$ cat config.mk
export PLATFORM = sky130hd
export DESIGN_NAME = led_dimming_duty_control
export DESIGN_NICKNAME = d
export VERILOG_FILES = /design/src/dim_pkg.sv /design/src/led_dimming_duty_control.sv
export SDC_FILE = /design/constraint.sdc
export NUM_CORES = 2
export LEC_CHECK = 0
export ABC_AREA = 0
export BUFFER_PORTS_ARGS = -buffer_cell sky130_fd_sc_hd__buf_2
export CORE_MARGIN = 1.5
export CORE_UTILIZATION = 50
export CTS_BUF_LIST = sky130_fd_sc_hd__clkbuf_8 sky130_fd_sc_hd__clkbuf_16
export DETAILED_ROUTE_END_ITERATION = 8
export PLACE_DENSITY = 0.74
export SYNTH_ARGS = -nofsm -noshare
export SYNTH_HDL_FRONTEND = slang
export SYNTH_SLANG_ARGS = --single-unit
$ cat constraint.sdc
create_clock -name mclk -period 99.6 [get_ports mclk]
set_input_delay 4.98 -clock mclk [delete_from_list [all_inputs] [get_ports mclk]]
set_output_delay 4.98 -clock mclk [all_outputs]
set_load 0.01 [all_outputs]
$ cat src/dim_pkg.sv
// Constants shared by the LED dimming duty control
`default_nettype none
package dim_pkg;
   // ****************************************
   // Strap decoding
   // ****************************************
   typedef enum logic [1:0] {mode_direct, mode_mixed, mode_dc, mode_off} dim_mode_t;

   // ****************************************
   // Amplitude code and thresholds
   // ****************************************
   localparam int AMP_W = 9;
   localparam logic [AMP_W-1:0] AMP_FULL = 9'h1ff;
   localparam logic [AMP_W-1:0] AMP_QUARTER = 9'h080;
   localparam int QUARTER_SHIFT = 2;
   localparam int DUTY_MULT_SHIFT = 2;

   // ****************************************
   // Timing
   // ****************************************
   localparam int CLK_MHZ = 100;
   localparam int MIN_FREQ_HZ = 100;
   localparam int MAX_FREQ_HZ = 20000;
   localparam int MAX_PERIOD_CYC = CLK_MHZ * 1000000 / MIN_FREQ_HZ;
   localparam int MIN_PERIOD_CYC = CLK_MHZ * 1000000 / MAX_FREQ_HZ;
   localparam int SOFT_DIRECT_MS = 20;
   localparam int SOFT_MIXED_MS = 40;
   localparam int SOFT_DIRECT_CYC = SOFT_DIRECT_MS * CLK_MHZ * 1000;
   localparam int SOFT_MIXED_CYC = SOFT_MIXED_MS * CLK_MHZ * 1000;
endpackage
`default_nettype wire

$ cat src/led_dimming_duty_control.sv
// LED dimming duty control: strap decode, duty measurement, sink drive
// Functional notes
// - Direct mode: sinks follow PWM input
// - Direct mode only with strap at rail
// - Floating strap selects mixed dimming mode
// - Mixed output lags input by two periods
// - Duty 25-100 percent gives scaled DC
// - Below 25 percent: quarter amplitude, 4x duty
// - Strap at ground: pure DC, same lag
// - Amplitude code is nine bits, 512 steps
// - Start only with supply, PWM, enable valid
// - Soft-start ramp, length depends on mode
// - Accept input from 100 Hz to 20 kHz
// - One reference drives all six sinks
`default_nettype none
module led_dimming_duty_control
   import dim_pkg::*;
#(
   parameter int CNT_W = 24,
   parameter int SOFT_DIRECT = SOFT_DIRECT_CYC,
   parameter int SOFT_MIXED = SOFT_MIXED_CYC
) (
   input wire logic mclk,
   input wire logic sys_rst,
   input wire logic strap_at_rail,
   input wire logic strap_at_ground,
   input wire logic supply_ok,
   input wire logic enable_in,
   input wire logic pwm_in,
   output logic [5:0] sink_on,
   output logic [AMP_W-1:0] current_set_reference,
   output logic started
);
   // ****************************************
   // Parameter checks
   // ****************************************
   if (CNT_W < 24 || (1 << CNT_W) <= MAX_PERIOD_CYC) begin : g_cnt_chk
      $error("CNT_W too narrow for slowest input period");
   end
   if (SOFT_DIRECT < 1 || SOFT_MIXED < 1 || SOFT_DIRECT >= (1 << CNT_W)) begin : g_soft_chk
      $error("Soft-start counts out of range");
   end
   if (SOFT_MIXED >= (1 << CNT_W)) begin : g_mixed_chk
      $error("Soft-start counts out of range");
   end

   // ****************************************
   // Strap decode and input edges
   // ****************************************
   dim_mode_t mode;
   always_comb begin
      if (strap_at_rail && !strap_at_ground) mode = mode_direct;
      else if (strap_at_ground && !strap_at_rail) mode = mode_dc;
      else if (!strap_at_ground && !strap_at_rail) mode = mode_mixed;
      else mode = mode_off;
   end

   logic pwm_q, pwm_d;
   logic rise;
   assign pwm_d = pwm_in;
   assign rise = pwm_in && !pwm_q;

   // ****************************************
   // Start-up and soft-start
   // ****************************************
   logic started_d, started_q;
   logic [CNT_W-1:0] ss_cnt_d, ss_cnt_q;
   logic [AMP_W-1:0] ramp_d, ramp_q;
   logic seen_pwm_d, seen_pwm_q;
   logic [CNT_W-1:0] ss_len;
   always_comb begin
      ss_len = (mode == mode_direct) ? CNT_W'(SOFT_DIRECT) : CNT_W'(SOFT_MIXED);
      started_d = started_q;
      ss_cnt_d = ss_cnt_q;
      ramp_d = ramp_q;
      seen_pwm_d = seen_pwm_q || pwm_in;
      if (!supply_ok || !enable_in) begin
         started_d = 1'b0;
         ss_cnt_d = '0;
         ramp_d = '0;
         seen_pwm_d = 1'b0;
      end else if (!started_q) begin
         if (seen_pwm_q && mode != mode_off) started_d = 1'b1;
      end else if (ramp_q != AMP_FULL) begin
         if (ss_cnt_q >= (ss_len >> AMP_W)) begin
            ss_cnt_d = '0;
            ramp_d = ramp_q + 9'h001;
         end else begin
            ss_cnt_d = ss_cnt_q + 1'b1;
         end
      end
   end

   // ****************************************
   // Duty measurement
   // ****************************************
   logic [CNT_W-1:0] per_cnt_d, per_cnt_q, hi_cnt_d, hi_cnt_q;
   logic [CNT_W-1:0] per_d, per_q, hi_d, hi_q;
   logic meas_ok_d, meas_ok_q, calc_d, calc_q;
   logic duty_ok_d, duty_ok_q;
   logic [AMP_W-1:0] duty_d, duty_q;
   logic [CNT_W+AMP_W-1:0] prod;
   always_comb begin
      per_cnt_d = per_cnt_q;
      hi_cnt_d = hi_cnt_q;
      per_d = per_q;
      hi_d = hi_q;
      meas_ok_d = meas_ok_q;
      calc_d = 1'b0;
      duty_d = duty_q;
      duty_ok_d = duty_ok_q;
      prod = (CNT_W+AMP_W)'(hi_q) * (CNT_W+AMP_W)'(AMP_FULL);
      if (rise) begin
         per_d = per_cnt_q + 1'b1;
         hi_d = hi_cnt_q;
         per_cnt_d = '0;
         // Rise cycle is already high time
         hi_cnt_d = CNT_W'(1'b1);
         calc_d = meas_ok_q;
         meas_ok_d = 1'b1;
      end else begin
         if (per_cnt_q != '1) per_cnt_d = per_cnt_q + 1'b1;
         if (pwm_in && hi_cnt_q != '1) hi_cnt_d = hi_cnt_q + 1'b1;
      end
      if (calc_q && per_q != '0) begin
         duty_d = AMP_W'(prod / (CNT_W+AMP_W)'(per_q));
         duty_ok_d = 1'b1;
      end
      // Stale duty from an earlier run must not light the sinks
      if (!started_q) begin
         meas_ok_d = 1'b0;
         duty_ok_d = 1'b0;
      end
   end

   // ****************************************
   // Amplitude and sink drive
   // ****************************************
   logic [5:0] sink_d;
   logic [AMP_W-1:0] amp_d, scaled;
   logic [CNT_W+1:0] burst_len;
   logic burst;
   always_comb begin
      burst_len = (CNT_W+2)'(hi_q) << DUTY_MULT_SHIFT;
      burst = (CNT_W+2)'(per_cnt_q) < burst_len;
      scaled = duty_q;
      amp_d = '0;
      sink_d = '0;
      if (started_q) begin
         unique case (mode)
            mode_direct: begin
               amp_d = AMP_FULL;
               sink_d = {6{pwm_in}};
            end
            mode_mixed: begin
               if (duty_q >= (AMP_FULL >> QUARTER_SHIFT) + 9'h001) begin
                  amp_d = scaled;
                  sink_d = {6{duty_ok_q}};
               end else begin
                  amp_d = AMP_QUARTER;
                  sink_d = {6{duty_ok_q && burst}};
               end
            end
            mode_dc: begin
               amp_d = scaled;
               sink_d = {6{duty_ok_q}};
            end
            mode_off: begin
               amp_d = '0;
               sink_d = '0;
            end
         endcase
         if (amp_d > ramp_q) amp_d = ramp_q;
      end
   end

   // ****************************************
   // Registers
   // ****************************************
   always_ff @(posedge mclk or posedge sys_rst) begin
      if (sys_rst) begin
         pwm_q <= 1'b0;
         started_q <= 1'b0;
         ss_cnt_q <= '0;
         ramp_q <= '0;
         seen_pwm_q <= 1'b0;
         per_cnt_q <= '0;
         hi_cnt_q <= '0;
         per_q <= '0;
         hi_q <= '0;
         meas_ok_q <= 1'b0;
         calc_q <= 1'b0;
         duty_ok_q <= 1'b0;
         duty_q <= '0;
         sink_on <= '0;
         current_set_reference <= '0;
         started <= 1'b0;
      end else begin
         pwm_q <= pwm_d;
         started_q <= started_d;
         ss_cnt_q <= ss_cnt_d;
         ramp_q <= ramp_d;
         seen_pwm_q <= seen_pwm_d;
         per_cnt_q <= per_cnt_d;
         hi_cnt_q <= hi_cnt_d;
         per_q <= per_d;
         hi_q <= hi_d;
         meas_ok_q <= meas_ok_d;
         calc_q <= calc_d;
         duty_ok_q <= duty_ok_d;
         duty_q <= duty_d;
         sink_on <= sink_d;
         current_set_reference <= amp_d;
         started <= started_d;
      end
   end
endmodule
`default_nettype wire

* After elaboration in Yosys (flattened, before gate mapping)
Cells that the tools add are included.
** Word-level totals
- Register bits :: 159
- Bits of input ports :: 7
- Output and inout bits :: 16
- Logic and storage cells :: 91
** Cells by class
- Add/sub/neg operators :: 4
- Multipliers :: 1
- Div/mod/pow operators :: 1
- Magnitude comparators :: 4
- Equal/unequal tests :: 9
- Multiplexer cells :: 33
- Reduce and logical (&&, ||, !) cells :: 24
** Operators by type and width (number)
- $mux W24 :: 8
- $add A24 B1 Y24 const B :: 3
- $mux W9 :: 8
- $ne A24 B24 Y1 const B :: 2
- $pmux W9 S4 :: 1
- $div A33 B24 Y33 :: 1
- $mul A24 B9 Y33 const B :: 1
- $lt A24 B26 Y1 :: 1
- $ge A24 B13 Y1 :: 1
- $pmux W6 S4 :: 1
- $reduce_bool A24 Y1 :: 1
- $mux W22 :: 1
- $mux W6 :: 2
- $reduce_bool A2 Y1 :: 5
- $add A9 B1 Y9 const B :: 1
- $ge A9 B8 Y1 const B :: 1
- $gt A9 B9 Y1 :: 1
- $mux W1 :: 9
- $ne A9 B9 Y1 const B :: 1
- $logic_and A1 B1 Y1 :: 8
- $mux W2 :: 3
- $logic_not A1 Y1 :: 5
- $eq A2 B2 Y1 const B :: 2
- $ne A2 B2 Y1 const B :: 2
- 6 further kinds :: 7

* Longest topological paths before layout
- Depth in word-level cells :: 12
- Depth in mapped cells :: 425
- Gate-level depth less buffers :: 395

* Worst setup path after synthesis
Ideal clock, no wire load.
- Kind :: reg2reg
- Start :: register hi_q[13]
- End :: register duty_q[0]
- Setup time :: 129 ps
- Arrival :: 83878 ps
- Data required time :: 99471 ps
- Setup slack :: 15593 ps
- Stages on the path, launching flop included :: 392
- Path buffers :: 44
- Period minus slack after synthesis :: 84007 ps
- Cells stage by stage :: dfrtp_1 -> fa_1 -> inv_1 -> fa_1 -> inv_1 -> fa_1 -> inv_1 -> fa_1 -> inv_1 -> ha_1 -> clkbuf_1 -> a21oi_1 -> o21ai_0 -> or2_2 -> o2111a_1 -> or2_2 -> a21o_1 -> a21oi_1 -> [356 not listed] -> o21ai_0 -> nand2b_1 -> a21oi_1 -> nor2b_1 -> o21ai_0 -> nand2b_1 -> a21oi_1 -> o21ai_0 -> a221oi_1 -> o21ai_0 -> a21oi_1 -> nor2b_1 -> o21ai_0 -> nand2_1 -> nor3_1 -> o211ai_1 -> or3_1 -> o41a_1
** Between the ends
- Longest elaborated chain between the ends :: 2
** RTL lines
- start, declared :: line led_dimming_duty_control.sv:98 : logic [CNT_W-1:0] per_d, per_q, hi_d, hi_q;
- start signal, assigned :: line led_dimming_duty_control.sv:207 : hi_q <= hi_d;
- $mul A24 B9 Y33 :: line led_dimming_duty_control.sv:112 : prod = (CNT_W+AMP_W)'(hi_q) * (CNT_W+AMP_W)'(AMP_FULL);
- $div A33 B24 Y33 :: line led_dimming_duty_control.sv:126 : duty_d = AMP_W'(prod / (CNT_W+AMP_W)'(per_q));
- end signal, assigned :: line led_dimming_duty_control.sv:211 : duty_q <= duty_d;
- end, declared :: line led_dimming_duty_control.sv:101 : logic [AMP_W-1:0] duty_d, duty_q;
No other way between the ends.
A chain may end at the register's enable or synchronous reset.

* Worst setup path in the final report
- Start :: register hi_q[15]
- End :: register duty_q[0]
Same word-level chain as after synthesis.

==> impl_metrics.py <==
metrics = {
    "finish": {
        "final_nets": 6007,
        "seqCellArea_um2": 3850,
        "final.fill_count": 7493,
        "antenna_cells": 0,
        "multi_input_comb_area_um2": 34300,
        "drive_above_1_share_pct": 7.11,
        "syn2layout_area_growth_pct": 5.05,
    },
    "setup_path": {
        "crit_family": "compound AO/OA/AOI/OAI gates",
        "crit_path_frequent_cell": "o21a_1",
        "cp_slowest_cell": "a2111oi_0",
        "cp.depth": 367,
        "critPathBufInv": 18,
        "crit_fanout": 31,
        "arrival_ns": 93.33,
        "worstSetupPathType": "reg2reg",
        "cp_slowest_stage_delay_ns": 0.88,
        "startpoint_type": "flip-flop",
        "ff2ff_path_depth": 367,
        "crit_required_ns": 99.92,
        "worstSetupEndpointType": "flip-flop",
    },
    "timing": {
        "fin_setup_tns_ns": 0,
        "worstMarginPinSlew_ns": 1.10,
        "relSlewSlack_pct": 27.0,
        "rsz0062_at_grt": "no",
        "finalHoldViolCount": 0,
        "final-setup-viol-count": 0,
        "drv_slew": 0,
        "fin_skew_ns": 0.0165,
        "timing.final.crit_period_ns": 93.01,
        "fmax_mhz": 10.8,
        "period_share_pct": 93.4,
    },
    "place": {
        "gp_congestion": 1.01,
        "portBuffers": 22,
        "dpl.hpwl_um": 97900,
    },
    "route": {
        "finalWirelength_um": 122000,
        "drtPass1Iterations": 8,
        "drc_errors": 0,
        "routed_via_density": 6.31,
        "post_drt_wl_per_cell_um": 19.3,
        "vias": 40000,
        "first_iter_violations": 3456,
        "ant_nets": 0,
    },
    "clock_network": {
        "h-tree-depth": 4,
        "cts_max_path_buffers": 2,
        "cts_made_buffers": 17,
        "clk-insertion-delay-late_ns": 0.43,
        "root_buffer": "clkbuf_16",
        "clk_pin_slew_ns": 0.07,
        "cts_tree": "built",
        "cts.sinks": 154,
        "postCtsHoldBufs": 0,
    },
    "die": {
        "core_area_um2": 79000,
        "io_pins": 23,
        "die_w_um": 286,
        "start_util_pct": 50.6,
        "die_area_um2": 81700,
        "die_h_um": 286,
        "num_rows": 103,
    },
    "hold_path": {
        "hp-class": "reg2reg",
        "hold_depth": 2,
    },
    "synthesis": {
        "synth-edff-count": 0,
        "avgSynthCellArea_um2": 7.54,
        "yosysSeqAreaShare_pct": 9.64,
        "syn_area_um2": 40000,
        "ys_ff_latch": 154,
        "syn_nets": 6030,
        "synthFlopType": "dfrtp_1",
        "synthArstFlopShare_pct": 100,
        "netlist_instances": 5301,
        "yosysWarnings": 0,
        "synth_cell_types": 109,
    },
    "grt": {
        "grt_pass1_vias": 36800,
        "antenna_found_initial": 0,
        "grt_use_total_pct": 28.9,
        "grt_max_degree": 97,
        "grt_overflow": 0,
        "grt_pass1_wl_um": 194000,
    },
    "job": {
        "cap_violations": 0,
    },
    "run_status": {
        "status": "completed",
    },
}
[per-stage QoR]
stage	utilization [%]	std cells	setup slack (ns)	cell area, um2	hold slack, ns
after floorplan	-	5301	15.59	40000	0.450
after global placement	52.3	6305	9.42	41400	0.459
after detailed placement	52.3	6305	6.99	41400	0.471
after CTS	53.1	6335	6.80	41900	0.493
after global routing	53.2	6339	0.0879	42000	0.508
final	53.2	6339	6.59	42000	0.491
[cell usage after synthesis (13+ instances only)]
cell type / count / area share, %
a21o_1: 129 / 2.4
a31oi_1: 50 / 0.78
nor3_1: 175 / 2.2
xor2_1: 167 / 3.7
fa_1: 111 / 5.6
and2_1: 40 / 0.63
o21ai_0: 337 / 4.2
nor2b_1: 69 / 1.1
a211oi_1: 42 / 0.79
a31o_2: 16 / 0.35
o211ai_1: 53 / 1.0
a211o_1: 23 / 0.50
nand2_1: 507 / 4.8
inv_1: 366 / 3.4
mux2_2: 136 / 3.8
a21boi_0: 31 / 0.58
ha_1: 611 / 19
nor2_1: 505 / 4.7
mux2_4: 18 / 0.68
dfrtp_1: 154 / 9.6
buf_1: 13 / 0.12
nor3b_1: 13 / 0.24
nand2b_1: 57 / 0.89
a21oi_1: 378 / 4.7
nand3_1: 139 / 1.7
and3_1: 46 / 0.72
xnor2_1: 192 / 4.2
nand4_1: 64 / 1.0
clkbuf_1: 95 / 0.89
o21a_1: 182 / 3.4
o22ai_1: 15 / 0.23
and4_1: 21 / 0.46
o21bai_1: 23 / 0.43
nor4_1: 29 / 0.45
o31a_1: 14 / 0.31
or3_1: 75 / 1.2
or2_2: 35 / 0.55
o31ai_1: 88 / 1.7
mux2i_1: 29 / 0.73
[tightest hold or removal path, stage by stage (launching register included)]
cell	delay, ns
dfrtp_1	0.34
nor2_1	0.04
nor2_1	0.07
[kinds of logic (layout without fill, tap and decap cells)]
logic type      after synthesis  count (layout)  synth area share [%]
simple gates               1812            1813                  21.5
compound gates             1578            1578                  26.3
fa+ha+maj                   723             723                  24.7
buf+inv                     488             475                  4.73
xor+xnor                    359             359                  7.86
mux                         187             187                  5.35
flops                       154             154                  9.64
[worst paths after layout]
check / from / to / slack [ns]
hold / removal: meas_ok_q$_DFFE_PP0P_ / meas_ok_q$_DFFE_PP0P_ / 0.49
max in group asynchronous: sys_rst / duty_q[3]$_DFFE_PP0P_ / 93.50
setup / recovery: hi_q[15]$_DFFE_PP0P_ / duty_q[0]$_DFFE_PP0P_ / 6.59
hold reg to reg: meas_ok_q$_DFFE_PP0P_ / meas_ok_q$_DFFE_PP0P_ / 0.49
setup reg to reg: hi_q[15]$_DFFE_PP0P_ / duty_q[0]$_DFFE_PP0P_ / 6.59
min in group asynchronous: sys_rst / per_q[5]$_DFFE_PP0P_ / 4.72
[per-layer routing]
layer / part of all wire (%) / GRT usage [%] / vias up
met5: 0 / 0 / -
met3: 7.7 / 3.29 / 253
met2: 44 / 46.1 / 1587
met1: 45 / 40.8 / 18800
li1: - / - / 19300
met4: 3.1 / 8.74 / 0
[flip-flops by register name, indices dropped and copies added (netlist names)]
| name | count |
|---|---|
| started_q | 1 |
| ramp_q | 9 |
| per_cnt_q | 24 |
| seen_pwm_q | 1 |
| per_q | 24 |
| current_set_reference | 9 |
| duty_ok_q | 1 |
| pwm_q | 1 |
| meas_ok_q | 1 |
| duty_q | 9 |
| hi_cnt_q | 24 |
| calc_q | 1 |
| ss_cnt_q | 24 |
| sink_on | 1 |
| hi_q | 24 |
[area by class of cell]
| cell class | count | area share (%) |
|---|---|---|
| clock inverter | 12 | 0.363 |
| sequential | 154 | 9.18 |
| timing repair buffer | 79 | 1.28 |
| clock buffer | 18 | 1.05 |
| inverter | 366 | 3.28 |
| tap | 1050 | 3.13 |
| multi-input combinational | 4660 | 81.7 |
[what timing repair did]
| item | in CTS | in global routing |
|---|---|---|
| setup buffers | 0 | 3 |
| setup endpoints to repair | 0 | 1 |
| gates resized for setup | 0 | 7 |
[placed cells by master, fill, tap and decap left out, drive strengths merged, types with 35 or more instances in the layout]
cell / synthesis / routed
nor2: 505 / 505
buf: 27 / 79
inv: 366 / 367
a31oi: 50 / 50
fa: 111 / 111
nand2b: 58 / 58
o21a: 182 / 182
o31ai: 88 / 88
nand2: 509 / 509
dfrtp: 154 / 154
nor3: 178 / 178
nor2b: 69 / 69
a21boi: 35 / 35
o211ai: 54 / 54
or3: 75 / 75
and3: 46 / 46
a21oi: 383 / 383
xor2: 167 / 167
or2: 37 / 37
mux2: 158 / 158
ha: 611 / 611
a21o: 130 / 130
and2: 41 / 41
a211oi: 44 / 44
xnor2: 192 / 192
nand3: 140 / 140
nand4: 64 / 65
o21ai: 345 / 345
Power is left out: the tool's default activity adds up to more than one toggle a clock period on the data nets, which glitch-free logic cannot reach.
